$ cat config.mk
export PLATFORM = sky130hd
export DESIGN_NAME = gate_input_select
export DESIGN_NICKNAME = d
export VERILOG_FILES = /design/src/hw/gate_sel_pkg.sv /design/src/hw/gate_input_select.sv /design/src/hw/gate_or_stage.sv
export SDC_FILE = /design/constraint.sdc
export NUM_CORES = 1
export LEC_CHECK = 0
export ABC_AREA = 1
export BUFFER_PORTS_ARGS = -buffer_cell sky130_fd_sc_hd__buf_2
export CORE_AREA = 2 2 138 140
export CTS_CLUSTER_SIZE = 40
export DETAILED_ROUTE_END_ITERATION = 8
export DIE_AREA = 0 0 140 142
export SETUP_SLACK_MARGIN = 0.3
export SYNTH_ARGS = -nofsm -noshare
export SYNTH_HDL_FRONTEND = slang
export SYNTH_SLANG_ARGS = --single-unit
$ cat constraint.sdc
create_clock -name I_CLOCK -period 2.55 [get_ports I_CLOCK]
set_clock_uncertainty 0.1 [all_clocks]
set_input_delay 0.51 -clock I_CLOCK [delete_from_list [all_inputs] [get_ports I_CLOCK]]
set_output_delay 0.51 -clock I_CLOCK [all_outputs]
set_load 0.02 [all_outputs]
$ cat src/hw/gate_sel_pkg.sv
// Operation
// - gate 1 takes true data 4,3,2,1 under select bits 7,5,3,1.
// - gate 1 takes inverted data 4,3,2,1 under select bits 6,4,2,0.
// - gate 2 takes true data 4,3,2,1 under its select bits 7,5,3,1.
// - gate 2 takes inverted data 4,3,2,1 under its select bits 6,4,2,0.
// - gate 3 takes true data 4,3,2,1 under its select bits 7,5,3,1.
// - gate 3 takes inverted data 4,3,2,1 under its select bits 6,4,2,0.
// - a select bit at one includes its data signal in the gate.
// - a select bit at zero excludes its data signal from the gate.
// - select bits are software read/write; only power-on reset defines them.
// - each data input comes from a 5-bit selected source mux, true and inverted.
// - per-gate polarity bit at one inverts the gate output, zero passes it.
package gate_sel_pkg;

  localparam int NUM_GATES = 3;
  localparam int NUM_DATA = 4;
  localparam int SEL_W = 8;
  localparam int SRC_W = 5;
  localparam int SRC_N = 32;
  localparam int ADDR_W = 8;

  localparam logic [ADDR_W-1:0] GATE1_SEL_OFF = 8'h00;
  localparam logic [ADDR_W-1:0] GATE2_SEL_OFF = 8'h04;
  localparam logic [ADDR_W-1:0] GATE3_SEL_OFF = 8'h08;
  localparam logic [ADDR_W-1:0] POLARITY_OFF = 8'h0c;
  localparam logic [ADDR_W-1:0] SRC1_SEL_OFF = 8'h10;
  localparam logic [ADDR_W-1:0] SRC2_SEL_OFF = 8'h14;
  localparam logic [ADDR_W-1:0] SRC3_SEL_OFF = 8'h18;
  localparam logic [ADDR_W-1:0] SRC4_SEL_OFF = 8'h1c;
  localparam logic [ADDR_W-1:0] STATUS_OFF = 8'h20;

  localparam logic [SEL_W-1:0] SEL_RESET = 8'h00;
  localparam logic [NUM_GATES-1:0] POL_RESET = 3'h0;
  localparam logic [SRC_W-1:0] SRC_RESET = 5'h00;

  localparam int STATUS_GATE_LSB = 0;
  localparam int STATUS_DATA_LSB = 4;

  localparam logic [1:0] RESP_OKAY = 2'h0;
  localparam logic [1:0] RESP_SLVERR = 2'h2;

  typedef enum logic [3:0] {
    REG_GATE1, REG_GATE2, REG_GATE3, REG_POL,
    REG_SRC1, REG_SRC2, REG_SRC3, REG_SRC4, REG_STATUS, REG_NONE
  } reg_id_t;

  typedef struct packed {
    logic [SEL_W-1:0] select;
    logic invert;
  } gate_cfg_t;

  function automatic reg_id_t decode_addr(input logic [ADDR_W-1:0] addr);
    reg_id_t id;
    id = REG_NONE;
    unique case (addr)
      GATE1_SEL_OFF: id = REG_GATE1;
      GATE2_SEL_OFF: id = REG_GATE2;
      GATE3_SEL_OFF: id = REG_GATE3;
      POLARITY_OFF: id = REG_POL;
      SRC1_SEL_OFF: id = REG_SRC1;
      SRC2_SEL_OFF: id = REG_SRC2;
      SRC3_SEL_OFF: id = REG_SRC3;
      SRC4_SEL_OFF: id = REG_SRC4;
      STATUS_OFF: id = REG_STATUS;
      default: id = REG_NONE;
    endcase
    return id;
  endfunction

endpackage

$ cat src/hw/gate_input_select.sv
`timescale 1ns/100ps
`default_nettype none
module gate_input_select (
  input wire logic I_CLOCK,
  input wire logic I_RST,
  input wire logic I_AWVALID,
  output logic O_AWREADY,
  input wire logic [gate_sel_pkg::ADDR_W-1:0] I_AWADDR,
  input wire logic [2:0] I_AWPROT,
  input wire logic I_WVALID,
  output logic O_WREADY,
  input wire logic [31:0] I_WDATA,
  input wire logic [3:0] I_WSTRB,
  output logic O_BVALID,
  input wire logic I_BREADY,
  output logic [1:0] O_BRESP,
  input wire logic I_ARVALID,
  output logic O_ARREADY,
  input wire logic [gate_sel_pkg::ADDR_W-1:0] I_ARADDR,
  input wire logic [2:0] I_ARPROT,
  output logic O_RVALID,
  input wire logic I_RREADY,
  output logic [31:0] O_RDATA,
  output logic [1:0] O_RRESP,
  input wire logic [gate_sel_pkg::SRC_N-1:0] I_SOURCES,
  output logic [gate_sel_pkg::NUM_GATES-1:0] O_GATE_OUT
);

  logic [gate_sel_pkg::SEL_W-1:0] gate_select [gate_sel_pkg::NUM_GATES];
  logic [gate_sel_pkg::NUM_GATES-1:0] gate_invert;
  logic [gate_sel_pkg::SRC_W-1:0] source_select [gate_sel_pkg::NUM_DATA];
  gate_sel_pkg::gate_cfg_t gate_cfg [gate_sel_pkg::NUM_GATES];
  logic [gate_sel_pkg::NUM_DATA-1:0] data_true;
  logic [gate_sel_pkg::NUM_GATES-1:0] gate_out;

  // write side holding registers
  logic aw_held;
  logic w_held;
  logic [gate_sel_pkg::ADDR_W-1:0] aw_addr;
  logic [7:0] w_byte;
  logic w_lane0;
  logic bvalid;
  logic [1:0] bresp;

  // read side
  logic rvalid;
  logic [31:0] rdata;
  logic [1:0] rresp;

  wire aw_take = I_AWVALID & O_AWREADY;
  wire w_take = I_WVALID & O_WREADY;
  wire ar_take = I_ARVALID & O_ARREADY;
  wire do_write = aw_held & w_held & ~bvalid;
  wire gate_sel_pkg::reg_id_t wr_id = gate_sel_pkg::decode_addr(aw_addr);
  wire gate_sel_pkg::reg_id_t rd_id = gate_sel_pkg::decode_addr(I_ARADDR);
  // byte lane 0 carries every implemented bit
  wire wr_commit = do_write & w_lane0;
  wire wr_mapped = (wr_id != gate_sel_pkg::REG_NONE);
  wire rd_mapped = (rd_id != gate_sel_pkg::REG_NONE);

  assign O_AWREADY = ~aw_held & ~bvalid;
  assign O_WREADY = ~w_held & ~bvalid;
  assign O_ARREADY = ~rvalid;
  assign O_BVALID = bvalid;
  assign O_BRESP = bresp;
  assign O_RVALID = rvalid;
  assign O_RDATA = rdata;
  assign O_RRESP = rresp;
  assign O_GATE_OUT = gate_out;

  always_ff @(posedge I_CLOCK or posedge I_RST) begin
    if (I_RST) begin
      aw_held <= 1'b0;
      aw_addr <= '0;
    end else if (aw_take) begin
      aw_held <= 1'b1;
      aw_addr <= I_AWADDR;
    end else if (do_write) begin
      aw_held <= 1'b0;
    end
  end

  always_ff @(posedge I_CLOCK or posedge I_RST) begin
    if (I_RST) begin
      w_held <= 1'b0;
      w_byte <= '0;
      w_lane0 <= 1'b0;
    end else if (w_take) begin
      w_held <= 1'b1;
      w_byte <= I_WDATA[7:0];
      w_lane0 <= I_WSTRB[0];
    end else if (do_write) begin
      w_held <= 1'b0;
    end
  end

  always_ff @(posedge I_CLOCK or posedge I_RST) begin
    if (I_RST) begin
      bvalid <= 1'b0;
      bresp <= gate_sel_pkg::RESP_OKAY;
    end else if (do_write) begin
      bvalid <= 1'b1;
      bresp <= wr_mapped ? gate_sel_pkg::RESP_OKAY : gate_sel_pkg::RESP_SLVERR;
    end else if (I_BREADY) begin
      bvalid <= 1'b0;
    end
  end

  // power-on style reset gives the selects a known zero instead of unknown
  genvar g;
  generate
    for (g = 0; g < gate_sel_pkg::NUM_GATES; g++) begin : g_gate
      wire sel_hit = wr_commit &
        (wr_id == gate_sel_pkg::reg_id_t'(int'(gate_sel_pkg::REG_GATE1) + g));
      always_ff @(posedge I_CLOCK or posedge I_RST) begin
        if (I_RST) begin
          gate_select[g] <= gate_sel_pkg::SEL_RESET;
        end else if (sel_hit) begin
          gate_select[g] <= w_byte;
        end
      end
      assign gate_cfg[g].select = gate_select[g];
      assign gate_cfg[g].invert = gate_invert[g];
      gate_or_stage #(
        .NUM_DATA(gate_sel_pkg::NUM_DATA)
      ) u_gate (
        .i_data_true(data_true),
        .i_select(gate_cfg[g].select),
        .i_invert(gate_cfg[g].invert),
        .o_gate(gate_out[g])
      );
    end
    for (g = 0; g < gate_sel_pkg::NUM_DATA; g++) begin : g_data
      wire src_hit = wr_commit &
        (wr_id == gate_sel_pkg::reg_id_t'(int'(gate_sel_pkg::REG_SRC1) + g));
      always_ff @(posedge I_CLOCK or posedge I_RST) begin
        if (I_RST) begin
          source_select[g] <= gate_sel_pkg::SRC_RESET;
        end else if (src_hit) begin
          source_select[g] <= w_byte[gate_sel_pkg::SRC_W-1:0];
        end
      end
      // inverted form is made inside each gate stage
      assign data_true[g] = I_SOURCES[source_select[g]];
    end
  endgenerate

  wire pol_hit = wr_commit & (wr_id == gate_sel_pkg::REG_POL);

  always_ff @(posedge I_CLOCK or posedge I_RST) begin
    if (I_RST) begin
      gate_invert <= gate_sel_pkg::POL_RESET;
    end else if (pol_hit) begin
      gate_invert <= w_byte[gate_sel_pkg::NUM_GATES-1:0];
    end
  end

  // status samples live gate and data levels at the read handshake
  wire [7:0] status_byte = 8'(
    (32'(data_true) << gate_sel_pkg::STATUS_DATA_LSB) |
    (32'(gate_out) << gate_sel_pkg::STATUS_GATE_LSB));

  logic [7:0] read_byte;
  always_comb begin
    read_byte = 8'h00;
    unique case (rd_id)
      gate_sel_pkg::REG_GATE1: read_byte = gate_select[0];
      gate_sel_pkg::REG_GATE2: read_byte = gate_select[1];
      gate_sel_pkg::REG_GATE3: read_byte = gate_select[2];
      gate_sel_pkg::REG_POL: read_byte = {5'h00, gate_invert};
      gate_sel_pkg::REG_SRC1: read_byte = {3'h0, source_select[0]};
      gate_sel_pkg::REG_SRC2: read_byte = {3'h0, source_select[1]};
      gate_sel_pkg::REG_SRC3: read_byte = {3'h0, source_select[2]};
      gate_sel_pkg::REG_SRC4: read_byte = {3'h0, source_select[3]};
      gate_sel_pkg::REG_STATUS: read_byte = status_byte;
      gate_sel_pkg::REG_NONE: read_byte = 8'h00;
    endcase
  end

  always_ff @(posedge I_CLOCK or posedge I_RST) begin
    if (I_RST) begin
      rvalid <= 1'b0;
      rdata <= 32'h0000_0000;
      rresp <= gate_sel_pkg::RESP_OKAY;
    end else if (ar_take) begin
      rvalid <= 1'b1;
      rdata <= {24'h00_0000, read_byte};
      rresp <= rd_mapped ? gate_sel_pkg::RESP_OKAY : gate_sel_pkg::RESP_SLVERR;
    end else if (I_RREADY) begin
      rvalid <= 1'b0;
    end
  end

  // protection bits carry no meaning for this block
  wire unused_prot = ^{I_AWPROT, I_ARPROT, I_WDATA[31:8], I_WSTRB[3:1]};

endmodule
`default_nettype wire

$ cat src/hw/gate_or_stage.sv
`timescale 1ns/100ps
`default_nettype none
module gate_or_stage #(
  parameter int NUM_DATA = 4
) (
  input wire logic [NUM_DATA-1:0] i_data_true,
  input wire logic [2*NUM_DATA-1:0] i_select,
  input wire logic i_invert,
  output logic o_gate
);

  wire [2*NUM_DATA-1:0] candidates;
  wire raw_gate;

  genvar k;
  generate
    for (k = 0; k < NUM_DATA; k++) begin : g_pair
      assign candidates[2*k+1] = i_data_true[k];
      assign candidates[2*k] = ~i_data_true[k];
    end
  endgenerate

  // empty selection ORs to zero
  assign raw_gate = |(i_select & candidates);
  assign o_gate = raw_gate ^ i_invert;

endmodule
`default_nettype wire

==> results by group, run 1 <==
GRT
  • Largest net degree at the start of global routing: 79
  • Vias in the first global route: 5114
  • Initial antenna violation count: 0
  • First-pass GRT wire length: roughly 27000 um
  • GR Util All Layers: 17.01%
  • Total gr overflow: 0

Logic synthesis
  • Mux share of post-synthesis cell area: 1.252%
  • Cell Area, Synth: about 5400 um^2
  • Synth Area in Simple Gates: around two fifths
  • Synth warnings: 0
  • Biggest area consumer among synthesized cells: dfrtp_1
  • Distinct cell type count after synthesis: 32
  • Synth Area in Compound Gates: 9.272%
  • Synth top area cells: dfrtp_1 36%, nand2_1 19%, nand3_1 11%
  • Syn Area/Cell: 6.902 um^2
  • Seq/Total Area, Yosys: between 30 and 40%
  • Adder-cell share of the synthesized area: 0%
  • FF+latch count, synth: 78
  • Post-synthesis xor/xnor area fraction: 0%
  • Largest family of logic cells by synthesized area: simple AND/OR/NAND/NOR gates
  • Synth top area share: between 30% and 40%
  • Post-Syn Instances: 782

Status
  • Status: complete, but fails checks
  • Violated checks: DRC, setup timing

Detailed routing
  • DRT iter0 DRCs: 510
  • DRC viols: 14
  • Vias per cell: a little under 5
  • Final WL: 17370 um
  • Antenna Nets Post-Route: 0
  • Drt pass-1 iters: 8
  • Drt wl/cell: 15.48 um
  • Total number of vias: 5548

Pwr
  • Max VDD drop: approximately 0.49 mV
  • Power share of the combinational group: 44.5%
  • Switching Fraction: a little over two fifths
  • Cell Int Power: approximately 3.2 mW
  • Clock share of power: between 20% and 30%
  • P per Cell Area: 813.9 nW/um^2
  • Power, Total: between 5 and 6 mW
  • Sequential share of power: 31.7%
  • Leakage power: 3.304 nW
  • P_sw: 2.361 mW

Finish
  • Register area: 1956 um^2
  • Fillcell total: around 1900
  • Footprint of the multi-input gates: 3207 um^2
  • Share of layout cells above drive strength 1: 28.97%
  • Area growth syn-to-layout: 27.58%
  • Nets: 979
  • Final Instance Area: 6887 um^2

STA
  • Highest Clock Rate: about 340 MHz
  • Slew @ Worst Pin: 0.5628 ns
  • Unrepaired setup endpoints after global routing: true
  • Slew headroom: 62.39%
  • Final period util: 114.4%
  • Slew Viols, Final: 0
  • Hold slack: 0.1596 ns
  • Final WS setup: -0.3667 ns
  • Setup-failing EPs final: 3
  • Min cycle time layout: 2.917 ns
  • Final Hold Violating Endpoints: 0

Die
  • FP Rows: 50
  • IO Count: 141
  • CORE AREA: 18460 um^2
  • Die Width: 140 um
  • Initial Util: around 30%
  • Die area: slightly below 20000 um^2
  • Height of the die: around 140 um

Clocking
  • Clk slew on worst S/H paths: 0.06 ns
  • CTS tree: built
  • Hold-fix buffer count after cts: 0
  • Clock latency on the worst-skew pair: 0.35 ns
  • Sink Count: 78
  • Total CTS buffers: 9
  • Root buf cell: clkbuf_16
  • CTS max path bufs: 2
  • H-Tree Depth: 3

Place
  • Gpl congestion: between 0.8 and 0.9
  • DP Area: around 6000 um^2
  • Port bufs: 81
  • HPWL after detailed placement: around 12000 um

Worst setup path
  • Worst path bufs/invs: 4
  • Slowest cell delay on critical path: 0.47 ns
  • CP max-delay cell: dfrtp_2
  • Most used cell, CP: nand2_2
  • CP Cell Sequence: buf_12, buf_16, nand2_1, nand3_2, nand3_1, nand2_2, nand2_2, nand3_4, nand3_2, nand2_2, nor2_4, nand2_2, nand2_2, nand2_2, inv_1, buf_6
  • Crit path DAT: around 2.3 ns
  • FF-to-FF setup slack: approximately 0.28 ns
  • Max FO, Critical Path: 4
  • Crit start category: register
  • CP endpoint kind: output port
  • Worst Path Required: ~1.9 ns
  • Top delay family on crit path: simple AND/OR/NAND/NOR gates
  • Setup CP Type: reg2out

Flow run
  • Max-cap viol count: 0

Worst hold path
  • Hold Crit Class: in2async
[routing by layer]
layer / vias to the layer above / GRT usage [%] / wire (um) / part of all wire (%)
met4: 0 / 7.071 / 561 / 3.2
met2: 224 / 27.35 / 8090 / 47
met1: 2559 / 22.23 / 7561 / 44
met3: 47 / 3.802 / 1155 / 6.7
met5: - / 0 / 0 / 0
li1: 2718 / - / - / -
[kinds of logic after synthesis]
logic type / count (synthesis)
muxes: 6
buffers and inverters: 106
and+or+nand+nor: 497
DFF: 78
AOI/OAI and AO/OA: 94
other: 1
[cells in the final DEF (no fill, tap or decap), types with 26 or more instances in the layout]
cell type / netlist / routed
o21ai_0: 57 / 57
dfrtp_1: 78 / 75
nand3_2: 8 / 31
buf_2: 2 / 78
nand2_2: 18 / 52
nand3_1: 124 / 97
nor2_1: 43 / 43
nand2_1: 280 / 238
inv_1: 48 / 45
conb_1: 1 / 26
[cell type report]
type / count / area share [%]
diodes: 1 / 0.03634
clock buffers: 9 / 3.270
flip-flops and latches: 78 / 28.40
well taps: 234 / 4.251
clock inverters: 7 / 1.181
repair buffers: 114 / 12.39
repair inverters: 1 / 0.2362
inverters: 55 / 3.670
multi-input cells: 623 / 46.57
[power by group through the flow]
stage / Sequential (mW) / Clock (mW) / Combinational, mW
4_1_cts: 1.77 / 1.36 / 2.30
3_5_place_dp: 1.77 / 0 / 2.02
2_1_floorplan: 1.73 / 0 / 1.52
3_3_place_gp: 1.77 / 0 / 1.99
5_1_grt: 1.81 / 1.41 / 2.72
6_report: 1.78 / 1.33 / 2.50
[final timing paths]
| path | startpoint | end | cells after the start |
|---|---|---|---|
| setup reg to reg | source_select[0]$_DFFE_PP0P_ | O_RDATA[1]$_DFFE_PP0P_ | 17 |
| setup / recovery | source_select[0]$_DFFE_PP0P_ | O_GATE_OUT[1] | 16 |
| max in group asynchronous | I_RST | gate_invert[1]$_DFFE_PP0P_ | 3 |
| hold reg to reg | O_RRESP[1]$_DFFE_PP0P_ | O_RRESP[1]$_DFFE_PP0P_ | 2 |
| min in group I_CLOCK | I_BREADY | O_BVALID$_DFFE_PP0P_ | 2 |
| hold / removal | I_RST | aw_addr[1]$_DFFE_PP0P_ | 3 |
[stage by stage]
stage / utilization (%) / worst slack [ns] / cells / TNS [ns]
final: 37.32 / -0.3667 / 1122 / -1.053
after global routing: 37.30 / -0.4782 / 1121 / -1.402
after CTS: 36.12 / -0.3740 / 1118 / -1.048
after detailed placement: 32.48 / -0.07082 / 1093 / -0.1478
after global placement: 32.48 / -0.05291 / 1093 / -0.1087
after floorplan: - / 0.3144 / 807 / 0
[worst min-delay path, cell delays in order]
cell        delay (ns)
buf_2             0.11
clkinvlp_4        0.07
buf_12            0.32
[registers in the layout, indices dropped and copies added, names as in the netlist]
name and flops:
w_byte 8, w_lane0 1, O_RDATA 8, source_select 20, O_RVALID 1, O_RRESP 1
aw_held 1, O_BRESP 1, gate_cfg 24, O_BVALID 1, w_held 1, aw_addr 8
gate_invert 3
[Yosys cell counts]
master	number
buf_4	31
nand3_2	8
nand3_1	124
nor2_2	5
nand2_2	18
nor3_2	2
clkbuf_1	5
nand3b_4	2
dfrtp_1	78
a21oi_1	18
nor2_4	3
clkbuf_8	1
buf_12	1
nor2_1	43
nand2_1	280
inv_1	48
nand4_1	4
a221oi_1	4
inv_2	3
inv_8	2
conb_1	1
inv_6	2
nor3_1	8
o21ai_1	8
o22ai_1	1
o211ai_1	5
buf_6	9
buf_2	2
a31oi_1	1
mux2_2	6
buf_8	2
o21ai_0	57
[what timing repair did]
item                                    4_1_cts  5_1_grt
buffers inserted                              5        2
pin swaps                                    18       29
gates resized for setup                      56       49
endpoints found under the setup margin        3       11
gates cloned                                  4        1
No activity file was read; power rests on OpenSTA's default activity.
==> inputs of run 2 (changes only) <==
Settings changed: CORE_AREA 2 2 138 140 to 2 2 108 110, CTS_CLUSTER_DIAMETER from default to 200, DIE_AREA 0 0 140 142 to 0 0 110 112, PLACE_DENSITY from default to 0.77.
==> run 2 against run 1 <==
  * Worst setup slack better by 0.022 ns
  * Flip-flop and latch count stayed put
  * Utilization is 25 points higher
  * Die area is 38% lower
  * The flow finishes with violations (setup timing)
  * Fmax is 0.75% higher
==> results by group, run 2 (synthesis results as in run 1) <==
Status
  • Status: complete, but fails checks
  • Violated checks: setup timing

STA
  • Hold slack: 0.1666 ns (+0.007084 ns)
  • Min cycle time layout: 2.895 ns (-0.02170 ns)
  • Setup-failing EPs final: 3 (unchanged)
  • Final period util: 113.5% (-0.85 points)
  • Slew headroom: 63.50% (+1.1 points)
  • Unrepaired setup endpoints after global routing: true
  • Highest Clock Rate: 345.4 MHz (+0.75%)
  • Final WS setup: -0.3450 ns (+0.02170 ns)
  • Slew Viols, Final: 0 (unchanged)
  • Slew @ Worst Pin: 0.5462 ns (-0.01657 ns)
  • Final Hold Violating Endpoints: 0 (unchanged)

Clocking
  • CTS max path bufs: 2 (unchanged)
  • Sink Count: 78 (unchanged)
  • Total CTS buffers: 9 (unchanged)
  • Clk slew on worst S/H paths: 0.06 ns (about the same)
  • Clock latency on the worst-skew pair: 0.33 ns (-0.02 ns)
  • Root buf cell: clkbuf_16
  • H-Tree Depth: 3 (unchanged)
  • CTS tree: built

Die
  • Initial Util: 48.30% (+19 points)
  • IO Count: 141 (unchanged)
  • CORE AREA: 11170 um^2 (-39%)
  • FP Rows: 39 (-22%)
  • Height of the die: 112 um (-21%)
  • Die Width: 110 um (-21%)
  • Die area: 12320 um^2 (-38%)

Detailed routing
  • Vias per cell: 5.529 (+12%)
  • Drt pass-1 iters: 6 (-2)
  • DRC viols: 0 (-14)
  • Drt wl/cell: 15.86 um (+2.4%)
  • Final WL: 16440 um (-5.3%)
  • Total number of vias: 5734 (+3.4%)
  • Antenna Nets Post-Route: 0 (unchanged)
  • DRT iter0 DRCs: 734 (+44%)

Place
  • HPWL after detailed placement: 11080 um (-7.9%)
  • Gpl congestion: 0.9749 (+9.3%)
  • DP Cell Count: 1006 (-8.0%)
  • Port bufs: 81 (unchanged)
  • DP Area: 5923 um^2 (-1.2%)

Flow run
  • Max-cap viol count: 0 (unchanged)

Worst setup path
  • CP Cell Sequence: buf_12, inv_16, nand2_1, nand3_1, nand3_2, nand2_2, nand2_2, nand3_4, nand2_4, nand2_1, nand2_2, nor2_4, nand2_1, nand2_2, nand2_1, inv_1, buf_6
  • Worst Path Required: 1.94 ns (about the same)
  • Crit path DAT: 2.29 ns (-0.02 ns)
  • CP endpoint kind: output port
  • Slowest cell delay on critical path: 0.47 ns (about the same)
  • Max FO, Critical Path: 9 (+5)
  • Crit start category: register
  • CP max-delay cell: dfrtp_2
  • Setup CP Type: reg2out
  • Worst path bufs/invs: 4 (unchanged)
  • Top delay family on crit path: simple AND/OR/NAND/NOR gates

Finish
  • Final Instance Area: 6958 um^2 (+1.0%)
  • Largest register FFs: 24 (unchanged)
  • Fin cells: 1037 (-7.6%)
  • Share of layout cells above drive strength 1: 31.54% (+2.6 points)
  • Nets: 986 (+0.72%)
  • Footprint of the multi-input gates: 3294 um^2 (+2.7%)
  • Most common cell after layout, fill and taps aside: nand2_1
  • Area growth syn-to-layout: 28.91%
  • Diode count: 0 (-1)
  • Fillcell total: 992 (-48%)
  • Most frequent cells in the layout: 235 x nand2_1, 81 x nand3_1, 78 x buf_2, 75 x dfrtp_1, 56 x o21ai_0
  • Register area: 1956 um^2 (unchanged)

GRT
  • Total gr overflow: 0 (unchanged)
  • First-pass GRT wire length: 24490 um (-8.5%)
  • Initial antenna violation count: 0 (unchanged)
  • Largest net degree at the start of global routing: 79 (unchanged)
  • Vias in the first global route: 4998 (-2.3%)
  • GR Util All Layers: 25.29% (+8.3 points)

Worst hold path
  • Hold Crit Class: in2async

Pwr
  • Leakage power: 3.398 nW (+2.9%)
  • P per Cell Area: 811.1 nW/um^2 (-0.34%)
  • Max VDD drop: 0.6433 mV (+30%)
## run 2: metrics by stage
| step | util [%] | setup slack (ns) | setup TNS, ns | total power, mW |
|---|---|---|---|---|
| 6_report | 62.27 | -0.3450 | -1.009 | 5.644 |
| 5_1_grt | 62.27 | -0.4958 | -1.377 | 5.990 |
| 4_1_cts | 56.18 | -0.2750 | -0.8093 | 5.173 |
| 3_5_place_dp | 53.01 | 0.02409 | 0 | 3.802 |
| 3_3_place_gp | 53.01 | 0.03170 | 0 | 3.761 |
| 2_1_floorplan | - | 0.3144 | 0 | 3.250 |
## run 2: final timing paths
kind	start	to	slack, ns	cells after the start
max in group asynchronous	I_RST	source_select[0]$_DFFE_PP0P_	1.85	3
worst min register to register	O_RDATA[0]$_DFFE_PP0P_	O_RDATA[0]$_DFFE_PP0P_	0.38	2
min in group I_CLOCK	I_BREADY	O_BVALID$_DFFE_PP0P_	0.25	2
worst min-delay path	I_RST	aw_addr[0]$_DFFE_PP0P_	0.17	3
worst max register to register	source_select[0]$_DFFE_PP0P_	O_RDATA[2]$_DFFE_PP0P_	0.31	19
worst max-delay path	source_select[15]$_DFFE_PP0P_	O_GATE_OUT[1]	-0.35	17
## run 2: area by class of cell
type	instances	share of cell area [%]
Clock inverter	7	1.025
Clock buffer	9	3.237
Multi-Input combinational cell	623	47.35
Inverter	55	4.100
Sequential cell	78	28.11
Timing Repair inverter	2	0.3956
Timing Repair Buffer	120	13.22
Tap cell	143	2.571
## run 2: layer usage
metal	track usage [%]	vias to the layer above	share of wire, %
li1	-	2725	-
met1	37.07	2611	42
met2	37.91	324	44
met3	4.742	74	11
met4	7.426	0	3.6
met5	0	-	0
## run 2: what timing repair did
| action | in CTS | in global routing |
|---|---|---|
| setup endpoints to repair | 3 | 13 |
| buffers inserted | 0 | 8 |
| gates cloned | 0 | 7 |
| gates resized for setup | 16 | 115 |
| pin swaps | 6 | 38 |
| endpoints found under the hold margin | 0 | 0 |
| hold buffers | 0 | 0 |
## run 2: worst reg2reg max path: stages (launching register included)
cell and delay, ns:
dfrtp_2 0.46, buf_12 0.20, clkinv_8 0.12, nand2_2 0.08, nand3_2 0.06, nand3_2 0.09
nand2_2 0.07, nand2_2 0.08, nand3_4 0.12, nand2_4 0.12, nand2_2 0.06, nand2_2 0.10
nor2_4 0.05, nand2_2 0.06, nand2_2 0.06, buf_6 0.12, nand3_2 0.06, nand2_2 0.05
nand2_1 0.05, nand2_1 0.04
## run 2: power by group
group,switching (mW),internal (mW),total [mW]
registers,0.274,1.53,1.81
logic,1.56,1.00,2.57
clock network,0.509,0.761,1.27
